--- src/logic/i2c_defs.svh ---
// Register indices, field constants and reset values for the data path
`ifndef I2C_DEFS_SVH
`define I2C_DEFS_SVH
`define REG_LOW_DIV    3'h0
`define REG_HIGH_DIV   3'h1
`define REG_WORD_CNT   3'h2
`define REG_RX_HOLD    3'h3
`define REG_TARGET     3'h4
`define REG_TX_HOLD    3'h5
`define DIV_RESET      16'h0000
`define CNT_RESET      16'h0000
`define PHASE_EXTRA    17'h00006
`define CNT_FULL       17'h10000
`define DATA_BITS      4'h8
`define TEN_BIT_PREFIX 5'h1E
`endif

--- src/logic/i2c_pkg.sv ---
// Types shared by the data path modules
package i2c_pkg;
	typedef struct packed {
		logic       module_reset_bit;
		logic       master_select;
		logic       transmit_select;
		logic       repeat_select;
		logic       stop_request;
		logic       ten_bit_address_select;
		logic       free_format_select;
		logic [2:0] word_bit_count;
	} mode_control_t;
	typedef struct packed {
		logic [2:0]  sel;
		logic        wr;
		logic        rd;
		logic [31:0] wdata;
	} reg_req_t;
	typedef enum logic [2:0] {
		ST_IDLE   = 3'b000,
		ST_START  = 3'b001,
		ST_RSTART = 3'b010,
		ST_BITS   = 3'b011,
		ST_ACK    = 3'b100,
		ST_STOP   = 3'b101,
		ST_HOLD   = 3'b110
	} eng_state_t;
	typedef enum logic [1:0] {
		WK_ADDR1 = 2'b00,
		WK_ADDR2 = 2'b01,
		WK_DATA  = 2'b10
	} word_kind_t;
endpackage

--- src/logic/i2c_clock_count_data_path.sv ---
// Two-wire master clock, word counter and data path
// Operation
// Master serial clock comes only from dividing the module clock.
// Low phase lasts low divider plus 6 module clock periods.
// High phase lasts high divider plus 6 module clock periods.
// Software sets both dividers only while the module is in reset.
// Count write loads a hidden down-counter; visible count stays unchanged.
// With stop requested, finish with STOP when hidden count hits zero.
// Count zero loads 65536; other values load themselves.
// Repeat mode ignores the word count completely.
// Data pin bits shift into hidden receiver, then copy to holding.
// Short received words sit right-aligned; upper bits are undefined.
// Software writes short transmit words right-aligned.
// Transmit holding is copied into a hidden shifter driving data.
// Shift registers are never reachable through register accesses.
// Target address starts transfers only with free format off.
// Address zero is a general call; nonzero selects one slave.
// 7-bit mode sends bits 6-0; 10-bit mode sends bits 9-0.
// Reserved upper bits read zero and ignore writes.
// Bit count 0 means 8 bits; 1 to 7 mean themselves.
// Nonrepeat, no stop: raise access ready when count hits zero.
// Each generated START reloads the hidden counter from the count.
// Low and high phases alternate continuously while mastering; the code holds the clock low in hold and during a receive stall.
`timescale 1ns/100ps
`include "i2c_defs.svh"
module i2c_clock_count_data_path
	import i2c_pkg::*;
(
	input  wire logic          clock_i,
	input  wire logic          rst_i,
	input  wire reg_req_t      reg_req_i,
	output logic        [31:0] reg_rdata_o,
	input  wire mode_control_t mode_i,
	input  wire logic          start_request_i,
	input  wire logic          scl_i,
	output logic               scl_o,
	output logic               scl_oe_n_o,
	input  wire logic          sda_i,
	output logic               sda_o,
	output logic               sda_oe_n_o,
	output logic               access_ready_o,
	output logic               rx_ready_o,
	output logic               busy_o
);
	////////////////////////////////////////////////////////////////////
	function automatic logic [16:0] phase_len(input logic [15:0] d);
		return {1'b0, d} + `PHASE_EXTRA;
	endfunction

	function automatic logic [16:0] count_start(input logic [15:0] c);
		return (c == 16'h0000) ? `CNT_FULL : {1'b0, c};
	endfunction

	////////////////////////////////////////////////////////////////////
	logic [15:0] low_div;
	logic [15:0] high_div;
	logic [15:0] word_count;
	logic [9:0]  target_address;
	logic [7:0]  transmit_holding;
	logic [7:0]  receive_holding;
	logic        rx_full;
	logic [16:0] hidden_cnt;
	logic [7:0]  transmit_shifter;
	logic [7:0]  receive_shifter;
	logic [3:0]  bits_left;
	eng_state_t  state;
	eng_state_t  next_state;
	word_kind_t  kind;
	word_kind_t  next_kind;
	logic        scl_lvl;
	logic        sda_rel;
	logic [16:0] ph_cnt;
	logic [2:0]  sda_sy;
	logic        sda_s;
	logic [2:0]  scl_sy;
	logic        scl_s;
	logic        buf_in_ready;
	logic        buf_out_valid;
	logic [7:0]  buf_out_data;

	////////////////////////////////////////////////////////////////////
	wire        enabled    = mode_i.module_reset_bit;
	wire        wr_low     = reg_req_i.wr && reg_req_i.sel == `REG_LOW_DIV;
	wire        wr_high    = reg_req_i.wr && reg_req_i.sel == `REG_HIGH_DIV;
	wire        wr_cnt     = reg_req_i.wr && reg_req_i.sel == `REG_WORD_CNT;
	wire        wr_target  = reg_req_i.wr && reg_req_i.sel == `REG_TARGET;
	wire        wr_tx      = reg_req_i.wr && reg_req_i.sel == `REG_TX_HOLD;
	wire        rd_rx      = reg_req_i.rd && reg_req_i.sel == `REG_RX_HOLD;
	// dividers are read live, so mid-transfer writes distort a phase
	wire [16:0] low_len    = phase_len(low_div);
	wire [16:0] high_len   = phase_len(high_div);
	wire        running    = state != ST_IDLE && state != ST_HOLD;
	wire        start_go   = start_request_i & enabled & mode_i.master_select;
	wire        cur_tx     = kind != WK_DATA || mode_i.transmit_select;
	wire        rx_word    = ~cur_tx;
	// Receiver stall holds the clock low rather than dropping a word
	wire        stall      = state == ST_ACK && rx_word && !buf_in_ready;
	// low phase ends after low divider plus 6 cycles
	wire        low_end    = running && !scl_lvl && !stall
	                         && ph_cnt == low_len - 17'h00001;
	// high phase ends after high divider plus 6 cycles
	wire        high_end   = running && scl_lvl
	                         && ph_cnt == high_len - 17'h00001;
	wire        word_end   = high_end && state == ST_ACK;
	wire        data_end   = word_end && kind == WK_DATA;
	// repeat mode never ends on the count
	wire        last_word  = !mode_i.repeat_select
	                         && hidden_cnt == 17'h00001;
	// zero selects a full eight-bit word
	wire [3:0]  data_len   = (mode_i.word_bit_count == 3'h0) ? `DATA_BITS
	                         : {1'b0, mode_i.word_bit_count};
	// short transmit words arrive right-aligned, so lift them to top
	wire [7:0]  tx_aligned = transmit_holding << (`DATA_BITS - data_len);
	// seven-bit form drops bits 9-7, ten-bit form sends all
	// address zero goes out unchanged as a general call
	wire [7:0]  addr_first = mode_i.ten_bit_address_select
	                         ? {`TEN_BIT_PREFIX, target_address[9:8],
	                            ~mode_i.transmit_select}
	                         : {target_address[6:0], ~mode_i.transmit_select};
	wire [7:0]  next_shift = (next_kind == WK_ADDR1) ? addr_first
	                         : (next_kind == WK_ADDR2) ? target_address[7:0]
	                         : tx_aligned;
	wire        next_tx    = next_kind != WK_DATA || mode_i.transmit_select;
	wire        enter_bits = next_state == ST_BITS && state != ST_BITS;
	wire        buf_push   = word_end && rx_word;
	wire        buf_pop    = buf_out_valid && (!rx_full || rd_rx);
	wire        ack_drive  = rx_word && !last_word;
	// reserved bits always read as zero
	wire [31:0] rd_mux     =
		(reg_req_i.sel == `REG_LOW_DIV)  ? {16'h0000, low_div} :
		(reg_req_i.sel == `REG_HIGH_DIV) ? {16'h0000, high_div} :
		(reg_req_i.sel == `REG_WORD_CNT) ? {16'h0000, word_count} :
		(reg_req_i.sel == `REG_RX_HOLD)  ? {24'h000000, receive_holding} :
		(reg_req_i.sel == `REG_TARGET)   ? {22'h0, target_address} :
		(reg_req_i.sel == `REG_TX_HOLD)  ? {24'h000000, transmit_holding} :
		32'h00000000;

	// Open-drain pins only ever pull low
	assign scl_o      = 1'b0;
	assign sda_o      = 1'b0;
	assign scl_oe_n_o = scl_lvl;
	assign sda_oe_n_o = sda_rel;

	////////////////////////////////////////////////////////////////////
	// Bus pin synchronisers
	always_ff @(posedge clock_i or posedge rst_i) begin
		if (rst_i) begin
			sda_sy <= 3'h7;
			scl_sy <= 3'h7;
			sda_s  <= 1'b1;
			scl_s  <= 1'b1;
		end else begin
			sda_sy <= {sda_sy[1:0], sda_i};
			scl_sy <= {scl_sy[1:0], scl_i};
			if (sda_sy[2] == sda_sy[1])
				sda_s <= sda_sy[2];
			if (scl_sy[2] == scl_sy[1])
				scl_s <= scl_sy[2];
		end
	end

	////////////////////////////////////////////////////////////////////
	// Registers; R13: shifters have no decode and cannot be reached
	always_ff @(posedge clock_i or posedge rst_i) begin
		if (rst_i) begin
			low_div          <= `DIV_RESET;
			high_div         <= `DIV_RESET;
			word_count       <= `CNT_RESET;
			target_address   <= 10'h000;
			transmit_holding <= 8'h00;
			reg_rdata_o      <= 32'h00000000;
		end else begin
			// upper bits of write data are dropped
			if (wr_low)
				low_div <= reg_req_i.wdata[15:0];
			if (wr_high)
				high_div <= reg_req_i.wdata[15:0];
			if (wr_cnt)
				word_count <= reg_req_i.wdata[15:0];
			if (wr_target)
				target_address <= reg_req_i.wdata[9:0];
			if (wr_tx)
				transmit_holding <= reg_req_i.wdata[7:0];
			reg_rdata_o <= rd_mux;
		end
	end

	////////////////////////////////////////////////////////////////////
	// Transfer sequencer
	always_comb begin
		next_state = state;
		next_kind  = kind;
		case (state)
			ST_IDLE:
				if (start_go)
					next_state = ST_START;
			ST_HOLD:
				if (start_go)
					next_state = ST_RSTART;
				else if (mode_i.stop_request)
					next_state = ST_STOP;
			ST_RSTART:
				if (high_end)
					next_state = ST_START;
			ST_START:
				if (high_end) begin
					next_state = ST_BITS;
					// address phase only with free format off
					next_kind  = mode_i.free_format_select ? WK_DATA
					             : WK_ADDR1;
				end
			ST_BITS:
				if (high_end && bits_left == 4'h1)
					next_state = ST_ACK;
			ST_ACK:
				if (word_end) begin
					next_state = ST_BITS;
					if (kind == WK_ADDR1 && mode_i.ten_bit_address_select)
						next_kind = WK_ADDR2;
					else if (kind != WK_DATA)
						next_kind = WK_DATA;
					// count exhausted with stop requested ends in STOP
					else if (last_word && mode_i.stop_request)
						next_state = ST_STOP;
					// count exhausted without stop parks the bus
					else if (last_word)
						next_state = ST_HOLD;
					else if (mode_i.repeat_select && mode_i.stop_request)
						next_state = ST_STOP;
				end
			ST_STOP:
				if (high_end)
					next_state = ST_IDLE;
			default:
				next_state = ST_IDLE;
		endcase
	end

	always_ff @(posedge clock_i or posedge rst_i) begin
		if (rst_i) begin
			state <= ST_IDLE;
			kind  <= WK_ADDR1;
		end else if (!enabled) begin
			state <= ST_IDLE;
			kind  <= WK_ADDR1;
		end else begin
			state <= next_state;
			kind  <= next_kind;
		end
	end

	////////////////////////////////////////////////////////////////////
	// clock derived only from module clock counts
	// phases alternate until stop or hold
	always_ff @(posedge clock_i or posedge rst_i) begin
		if (rst_i) begin
			scl_lvl <= 1'b1;
			ph_cnt  <= 17'h00000;
		end else if (!enabled || next_state == ST_IDLE) begin
			scl_lvl <= 1'b1;
			ph_cnt  <= 17'h00000;
		end else if (state == ST_IDLE || state == ST_HOLD) begin
			scl_lvl <= state == ST_IDLE;
			ph_cnt  <= 17'h00000;
		end else if (low_end) begin
			scl_lvl <= 1'b1;
			ph_cnt  <= 17'h00000;
		end else if (high_end) begin
			scl_lvl <= state == ST_RSTART;
			ph_cnt  <= 17'h00000;
		end else if (!stall) begin
			ph_cnt  <= ph_cnt + 17'h00001;
		end
	end

	// Data pin drive; bits change with the falling clock edge, START and STOP while the clock is high
	always_ff @(posedge clock_i or posedge rst_i) begin
		if (rst_i)
			sda_rel <= 1'b1;
		else if (!enabled)
			sda_rel <= 1'b1;
		else if (next_state == ST_STOP || next_state == ST_START)
			sda_rel <= 1'b0;
		else if (enter_bits)
			sda_rel <= !next_tx | next_shift[7];
		else if (state == ST_BITS && high_end)
			sda_rel <= (next_state == ST_ACK) ? !ack_drive
			           : !cur_tx | transmit_shifter[6];
		else if (state != next_state)
			sda_rel <= 1'b1;
	end

	// holding copied into the shifter as each data word begins
	// data pin bits shift into the receiver at each high phase end in ST_BITS
	always_ff @(posedge clock_i or posedge rst_i) begin
		if (rst_i) begin
			transmit_shifter <= 8'h00;
			receive_shifter  <= 8'h00;
			bits_left        <= 4'h0;
		end else if (enter_bits) begin
			transmit_shifter <= next_shift;
			bits_left        <= (next_kind == WK_DATA) ? data_len
			                    : `DATA_BITS;
		end else if (state == ST_BITS && high_end) begin
			transmit_shifter <= {transmit_shifter[6:0], 1'b0};
			// short words land right-aligned, older bits above
			receive_shifter  <= {receive_shifter[6:0], sda_s};
			bits_left        <= bits_left - 4'h1;
		end
	end

	////////////////////////////////////////////////////////////////////
	// hidden counter loads on write and counts words down
	// zero count loads full range
	// every START reloads from the visible count
	always_ff @(posedge clock_i or posedge rst_i) begin
		if (rst_i)
			hidden_cnt <= `CNT_FULL;
		else if (wr_cnt)
			hidden_cnt <= count_start(reg_req_i.wdata[15:0]);
		else if (next_state == ST_START && state != ST_START)
			hidden_cnt <= count_start(word_count);
		else if (data_end)
			hidden_cnt <= hidden_cnt - 17'h00001;
	end

	// access ready set at count end, cleared on a repeated START or when disabled
	always_ff @(posedge clock_i or posedge rst_i) begin
		if (rst_i) begin
			access_ready_o <= 1'b0;
			busy_o         <= 1'b0;
		end else begin
			access_ready_o <= enabled && (data_end && next_state == ST_HOLD
			                  || access_ready_o && next_state != ST_RSTART);
			busy_o         <= enabled && next_state != ST_IDLE;
		end
	end

	////////////////////////////////////////////////////////////////////
	// completed words pass the buffer into the holding register
	two_entry_buffer #(
		.WIDTH(8)
	) u_rx_buffer (
		.clock_i    (clock_i),
		.rst_i      (rst_i),
		.in_valid_i (buf_push),
		.in_ready_o (buf_in_ready),
		.in_data_i  (receive_shifter),
		.out_valid_o(buf_out_valid),
		.out_ready_i(!rx_full || rd_rx),
		.out_data_o (buf_out_data)
	);

	// New word wins over a read in the same cycle
	always_ff @(posedge clock_i or posedge rst_i) begin
		if (rst_i) begin
			receive_holding <= 8'h00;
			rx_full         <= 1'b0;
		end else if (buf_pop) begin
			receive_holding <= buf_out_data;
			rx_full         <= 1'b1;
		end else if (rd_rx) begin
			rx_full         <= 1'b0;
		end
	end
	assign rx_ready_o = rx_full;

	////////////////////////////////////////////////////////////////////
	logic [16:0] hi_cyc;
	always_ff @(posedge clock_i or posedge rst_i) begin
		if (rst_i)
			hi_cyc <= 17'h00000;
		else if (!scl_lvl || !running || high_end)
			hi_cyc <= 17'h00000;
		else
			hi_cyc <= hi_cyc + 17'h00001;
	end
endmodule

--- src/logic/two_entry_buffer.sv ---
// Two-entry valid/ready buffer
`timescale 1ns/100ps
module two_entry_buffer #(
	parameter int WIDTH = 8
) (
	input  wire logic             clock_i,
	input  wire logic             rst_i,
	input  wire logic             in_valid_i,
	output logic                  in_ready_o,
	input  wire logic [WIDTH-1:0] in_data_i,
	output logic                  out_valid_o,
	input  wire logic             out_ready_i,
	output logic      [WIDTH-1:0] out_data_o
);
	logic [WIDTH-1:0] slot [2];
	logic             rd_ptr;
	logic             wr_ptr;
	logic [1:0]       fill;
	wire              push = in_valid_i & in_ready_o;
	wire              pop  = out_valid_o & out_ready_i;

	assign in_ready_o  = (fill != 2'h2);
	assign out_valid_o = (fill != 2'h0);
	assign out_data_o  = slot[rd_ptr];

	always_ff @(posedge clock_i) begin
		if (push)
			slot[wr_ptr] <= in_data_i;
	end

	always_ff @(posedge clock_i or posedge rst_i) begin
		if (rst_i) begin
			rd_ptr <= 1'b0;
			wr_ptr <= 1'b0;
			fill   <= 2'h0;
		end else begin
			rd_ptr <= rd_ptr ^ pop;
			wr_ptr <= wr_ptr ^ push;
			fill   <= fill + {1'b0, push} - {1'b0, pop};
		end
	end
endmodule

--- config.mk ---
export PLATFORM = sky130hd
export DESIGN_NAME = i2c_clock_count_data_path
export DESIGN_NICKNAME = d
export VERILOG_FILES = /design/src/logic/i2c_pkg.sv /design/src/logic/i2c_clock_count_data_path.sv /design/src/logic/two_entry_buffer.sv
export VERILOG_INCLUDE_DIRS = /design/src /design/src/logic
export SDC_FILE = /design/constraint.sdc
export NUM_CORES = 1
export LEC_CHECK = 0
export BUFFER_PORTS_ARGS = -buffer_cell sky130_fd_sc_hd__buf_2
export CORE_MARGIN = 2
export CORE_UTILIZATION = 65
export DETAILED_ROUTE_END_ITERATION = 8
export GPL_TIMING_DRIVEN = 0
export PLACE_DENSITY = 0.86
export RECOVER_POWER = 25
export REMOVE_ABC_BUFFERS = 1
export SLEW_MARGIN = 25
export SYNTH_ARGS = -nofsm -noshare
export SYNTH_HDL_FRONTEND = slang
export SYNTH_SLANG_ARGS = --single-unit
--- constraint.sdc ---
create_clock -name clock_i -period 8.7 [get_ports clock_i]
set_input_delay 1.305 -clock clock_i [delete_from_list [all_inputs] [get_ports clock_i]]
set_output_delay 1.305 -clock clock_i [all_outputs]
set_load 0.1 [all_outputs]
==> parameters.txt <==
Parameter                              Value

Route
  TritonRoute pass-1 iters ... 5
  Wirelength per Cell ... slightly above 20 um
  Via density ... about 6.5
  Remaining antenna violation count after routing ... 0
  Routed WL ... ~26000 um
  Total number of vias ... between 8000 and 9000
  DRC ... 0
  Iter 0 DRT Violations ... roughly 930

Critical path
  Delay-heaviest family, CP ... simple AND/OR/NAND/NOR gates
  Critical-path cell list ... ha_1 > nor2_1 > o21ai_0 > a21o_1 > a2111oi_2 > and4b_1 > and2_1 > o211ai_1 > nor3_4 > mux2_2 > a31oi_1
  Data required time at the worst endpoint ... roughly 9100 ps
  Critical path's largest stage delay ... 770 ps
  Maximum fanout count along the critical path ... 14
  Startpoint type of the worst setup path ... register
  WP buf/inv ... 0
  Worst path arrival time ... just over 5000 ps
  Worst setup EP type ... register
  Start-to-end type of the worst setup path ... register to register
  R2r startpoint ... high_div[0]
  Launching instance or port of the critical path ... high_div[0]
  Highest-delay cell along the critical path ... nor3_4

CTS
  CTS tree ... done
  Max Buffers Root-to-Sink ... 2
  Number of gates resized after cts ... 0
  Number of CTS-inserted buffers ... 17
  Clock network latency to the later pin of the worst-skew pair ... ~450 ps
  H-tree Lvls ... 4
  Cell at the root of the clock tree ... clkbuf_16
  Clock Pin Slew Worst Setup and Hold Paths ... around 80 ps
  Post-CTS setup buffer count ... 0
  CTS sink cnt ... ~180
  Quantity of hold-fixing buffers added after cts ... 0

Yosys
  Synth top area share ... 0.370
  Yosys warning count ... 0
  Leading cell type by number of instances after synthesis ... dfrtp_1
  Distinct cell type count of the synthesized netlist ... between 80 and 90
  Share of async-settable or async-resettable flops after synthesis ... 0.910
  Main synth FF type ... dfrtp_1
  Post-synthesis cell type with the largest combined area ... dfrtp_1
  Synth Register Bits ... 177
  Combined area of all synthesized cells ... roughly 0.010 mm^2
  Mean Syn Cell Area ... 9.75 um^2
  Number of enable flip-flop cells after synthesis ... 16
  Commonest cells post-synth ... dfrtp_1, nand2_1, nor2_1
  Count of mapped cells out of synthesis ... roughly 1100
  Seq/Total Area, Yosys ... 0.434
  Cells taking the most area after synthesis ... dfrtp_1, mux2_2, edfxtp_1

Place
  IO buf count ... 55
  Worst slack after detailed placement ... between 3000 and 4000 ps
  Half-perimeter wire length of the detailed placement result ... 18100 um
  Routability cong. ... slightly above 0.9

Timing
  Actual transition at the worst max-transition pin ... about 3300 ps
  Final period utilization ... 0.548
  Final setup skew ... 9.81 ps
  Setup ws final ... 3930 ps
  RSZ-0062 raised after global routing ... false
  Highest Clock Rate ... ~0.21 GHz
  Sum of negative setup slack ... 0 ps
  Final hold violations ... 0
  Slew Limit Fails ... 76
  Max_slew headroom ... -1.24
  Final period demand of the worst path ... 4770 ps
  Number of failing setup endpoints in the final timing report ... 0

Finish
  Fin nets ... roughly 1100
  Fraction of final layout cells sized beyond drive strength 1 ... 0.186
  Antenna fix cells ... 0
  Area Growth Syn to Fin ... 8.79%

Power and ir drop
  Share of power burned in the clock network ... 0.306
  Internal power ... approximately 1.6 mW
  Leak pwr ... approximately 4.8 nW
  Power share of the sequential group ... 0.438
  Maximum vdd ir drop ... 167 uV
  Power per cell area ... about 230 mW/mm^2
  Switching part of the total ... 0.371
  Net Sw Power ... 948 uW
  Combinational Power Share ... 0.255

Floorplan
  Core outline area ... approximately 0.016 mm^2
  Die span in y ... approximately 130 um
  Number of primary I/O pins ... 91
  Full die area ... roughly 0.017 mm^2
  Number of core rows ... 46
  Starting density of the core ... 0.661
  Die X-Extent ... around 130 um

Global route
  Global-route wire length before repair ... 42300 um
  Global router's overall resource usage ... 0.321
  Global-route congestion overflow total ... 0
  Number of global-route vias before repair ... around 8000
  Number of antenna violations at the first check in global routing ... 0
  Largest net degree at the start of global routing ... 87

Run
  Max-cap violation count ... 1

Outcome
  Violations in the final reports ... capacitance limit, slew limit
  Run status ... finished with violations

Hold path
  Class of the tightest hold or removal check ... register to register
  Min-delay src ... sda_sy[0]
-- through the flow --
stage               area, um^2   util  cells  total power [mW]  hold slack [ps]
floorplan                10100      -   1005              1.59              345
global placement         10600  0.674   1276              1.73              348
detailed placement       10700  0.679   1280              1.76              355
CTS                      11300  0.718   1312              2.54              366
global route             11300  0.719   1312              2.66              371
finish                   11300  0.719   1312              2.56              368
-- metal layers --
layer | up-vias | track usage | wire length (um)
met5 | - | 0 | 0
met4 | 0 | 0.133 | 956
met3 | 79 | 0.0668 | 2200
met2 | 453 | 0.517 | 12500
met1 | 4141 | 0.428 | 10800
li1 | 3839 | - | -
-- worst paths after layout --
path	slack, ps	end	cells after the start
max	3930	hidden_cnt[15]	11
min	370	sda_sy[1]	0
max reg2reg	3930	hidden_cnt[15]	11
min reg2reg	370	sda_sy[1]	0
max in group asynchronous	5360	hidden_cnt[14]	2
min in group asynchronous	1840	u_rx_buffer.rd_ptr	2
-- power by group through the flow --
stage | Clock [mW] | Sequential [mW] | Combinational [mW]
finish | 0.784 | 1.12 | 0.653
global route | 0.818 | 1.13 | 0.706
CTS | 0.785 | 1.11 | 0.645
detailed placement | 0 | 1.12 | 0.634
global placement | 0 | 1.12 | 0.613
floorplan | 0 | 1.16 | 0.427
-- registers in the layout, indices dropped and copies added, names as in the netlist, 4 cells and up --
| register | count |
|---|---|
| bits_left | 4 |
| hidden_cnt | 17 |
| high_div | 16 |
| low_div | 16 |
| ph_cnt | 17 |
| receive_holding | 8 |
| receive_shifter | 8 |
| reg_rdata_o | 16 |
| target_address | 10 |
| transmit_holding | 8 |
| transmit_shifter | 7 |
| u_rx_buffer.slot | 16 |
| word_count | 16 |
-- cell type report --
type | count | area (um^2)
repair buffers | 59 | 329
inverters | 28 | 106
fillers | 1150 | 4440
multi-input cells | 800 | 5500
clock buffers | 18 | 450
well taps | 216 | 270
clock inverters | 14 | 156
flip-flops and latches | 177 | 4520
-- cells in the final DEF, fill, tap and decap left out, types with 8 or more instances in the layout --
master / n
xnor2_1: 45
a22oi_1: 12
ha_1: 12
nand3_1: 42
nor2_1: 86
o21ai_0: 38
mux2_2: 74
a21oi_1: 41
mux2i_1: 36
nor4_1: 17
nor2b_1: 10
xor2_1: 30
conb_1: 18
and3_1: 13
nand2b_1: 8
dfrtp_1: 154
a31oi_1: 21
o221ai_1: 11
nand4_1: 10
or3_1: 10
inv_1: 27
edfxtp_1: 16
nand2_1: 112
nor3_1: 28
buf_2: 55
clkbuf_16: 18
-- logic make-up after synthesis --
kind of cell / count (synthesis) / synth area share
AND/OR/NAND/NOR: 384 / 0.185
AO/OA/AOI/OAI: 190 / 0.123
flip-flops: 177 / 0.434
multiplexers: 119 / 0.129
buffers and inverters: 108 / 0.0483
XOR/XNOR: 76 / 0.0652
adder cells (fa/ha/maj): 13 / 0.0154
other: 1 / 0.000360
-- worst register-to-register path: cells and delay by family, from the launching register on --
family                     cells  cell delay, ps
and+or+nand+nor                4            2170
adders and majority gates      1             320
DFF                            1             450
AOI/OAI and AO/OA              5            1330
muxes                          1             420
No activity file was read; power rests on OpenSTA's default activity.
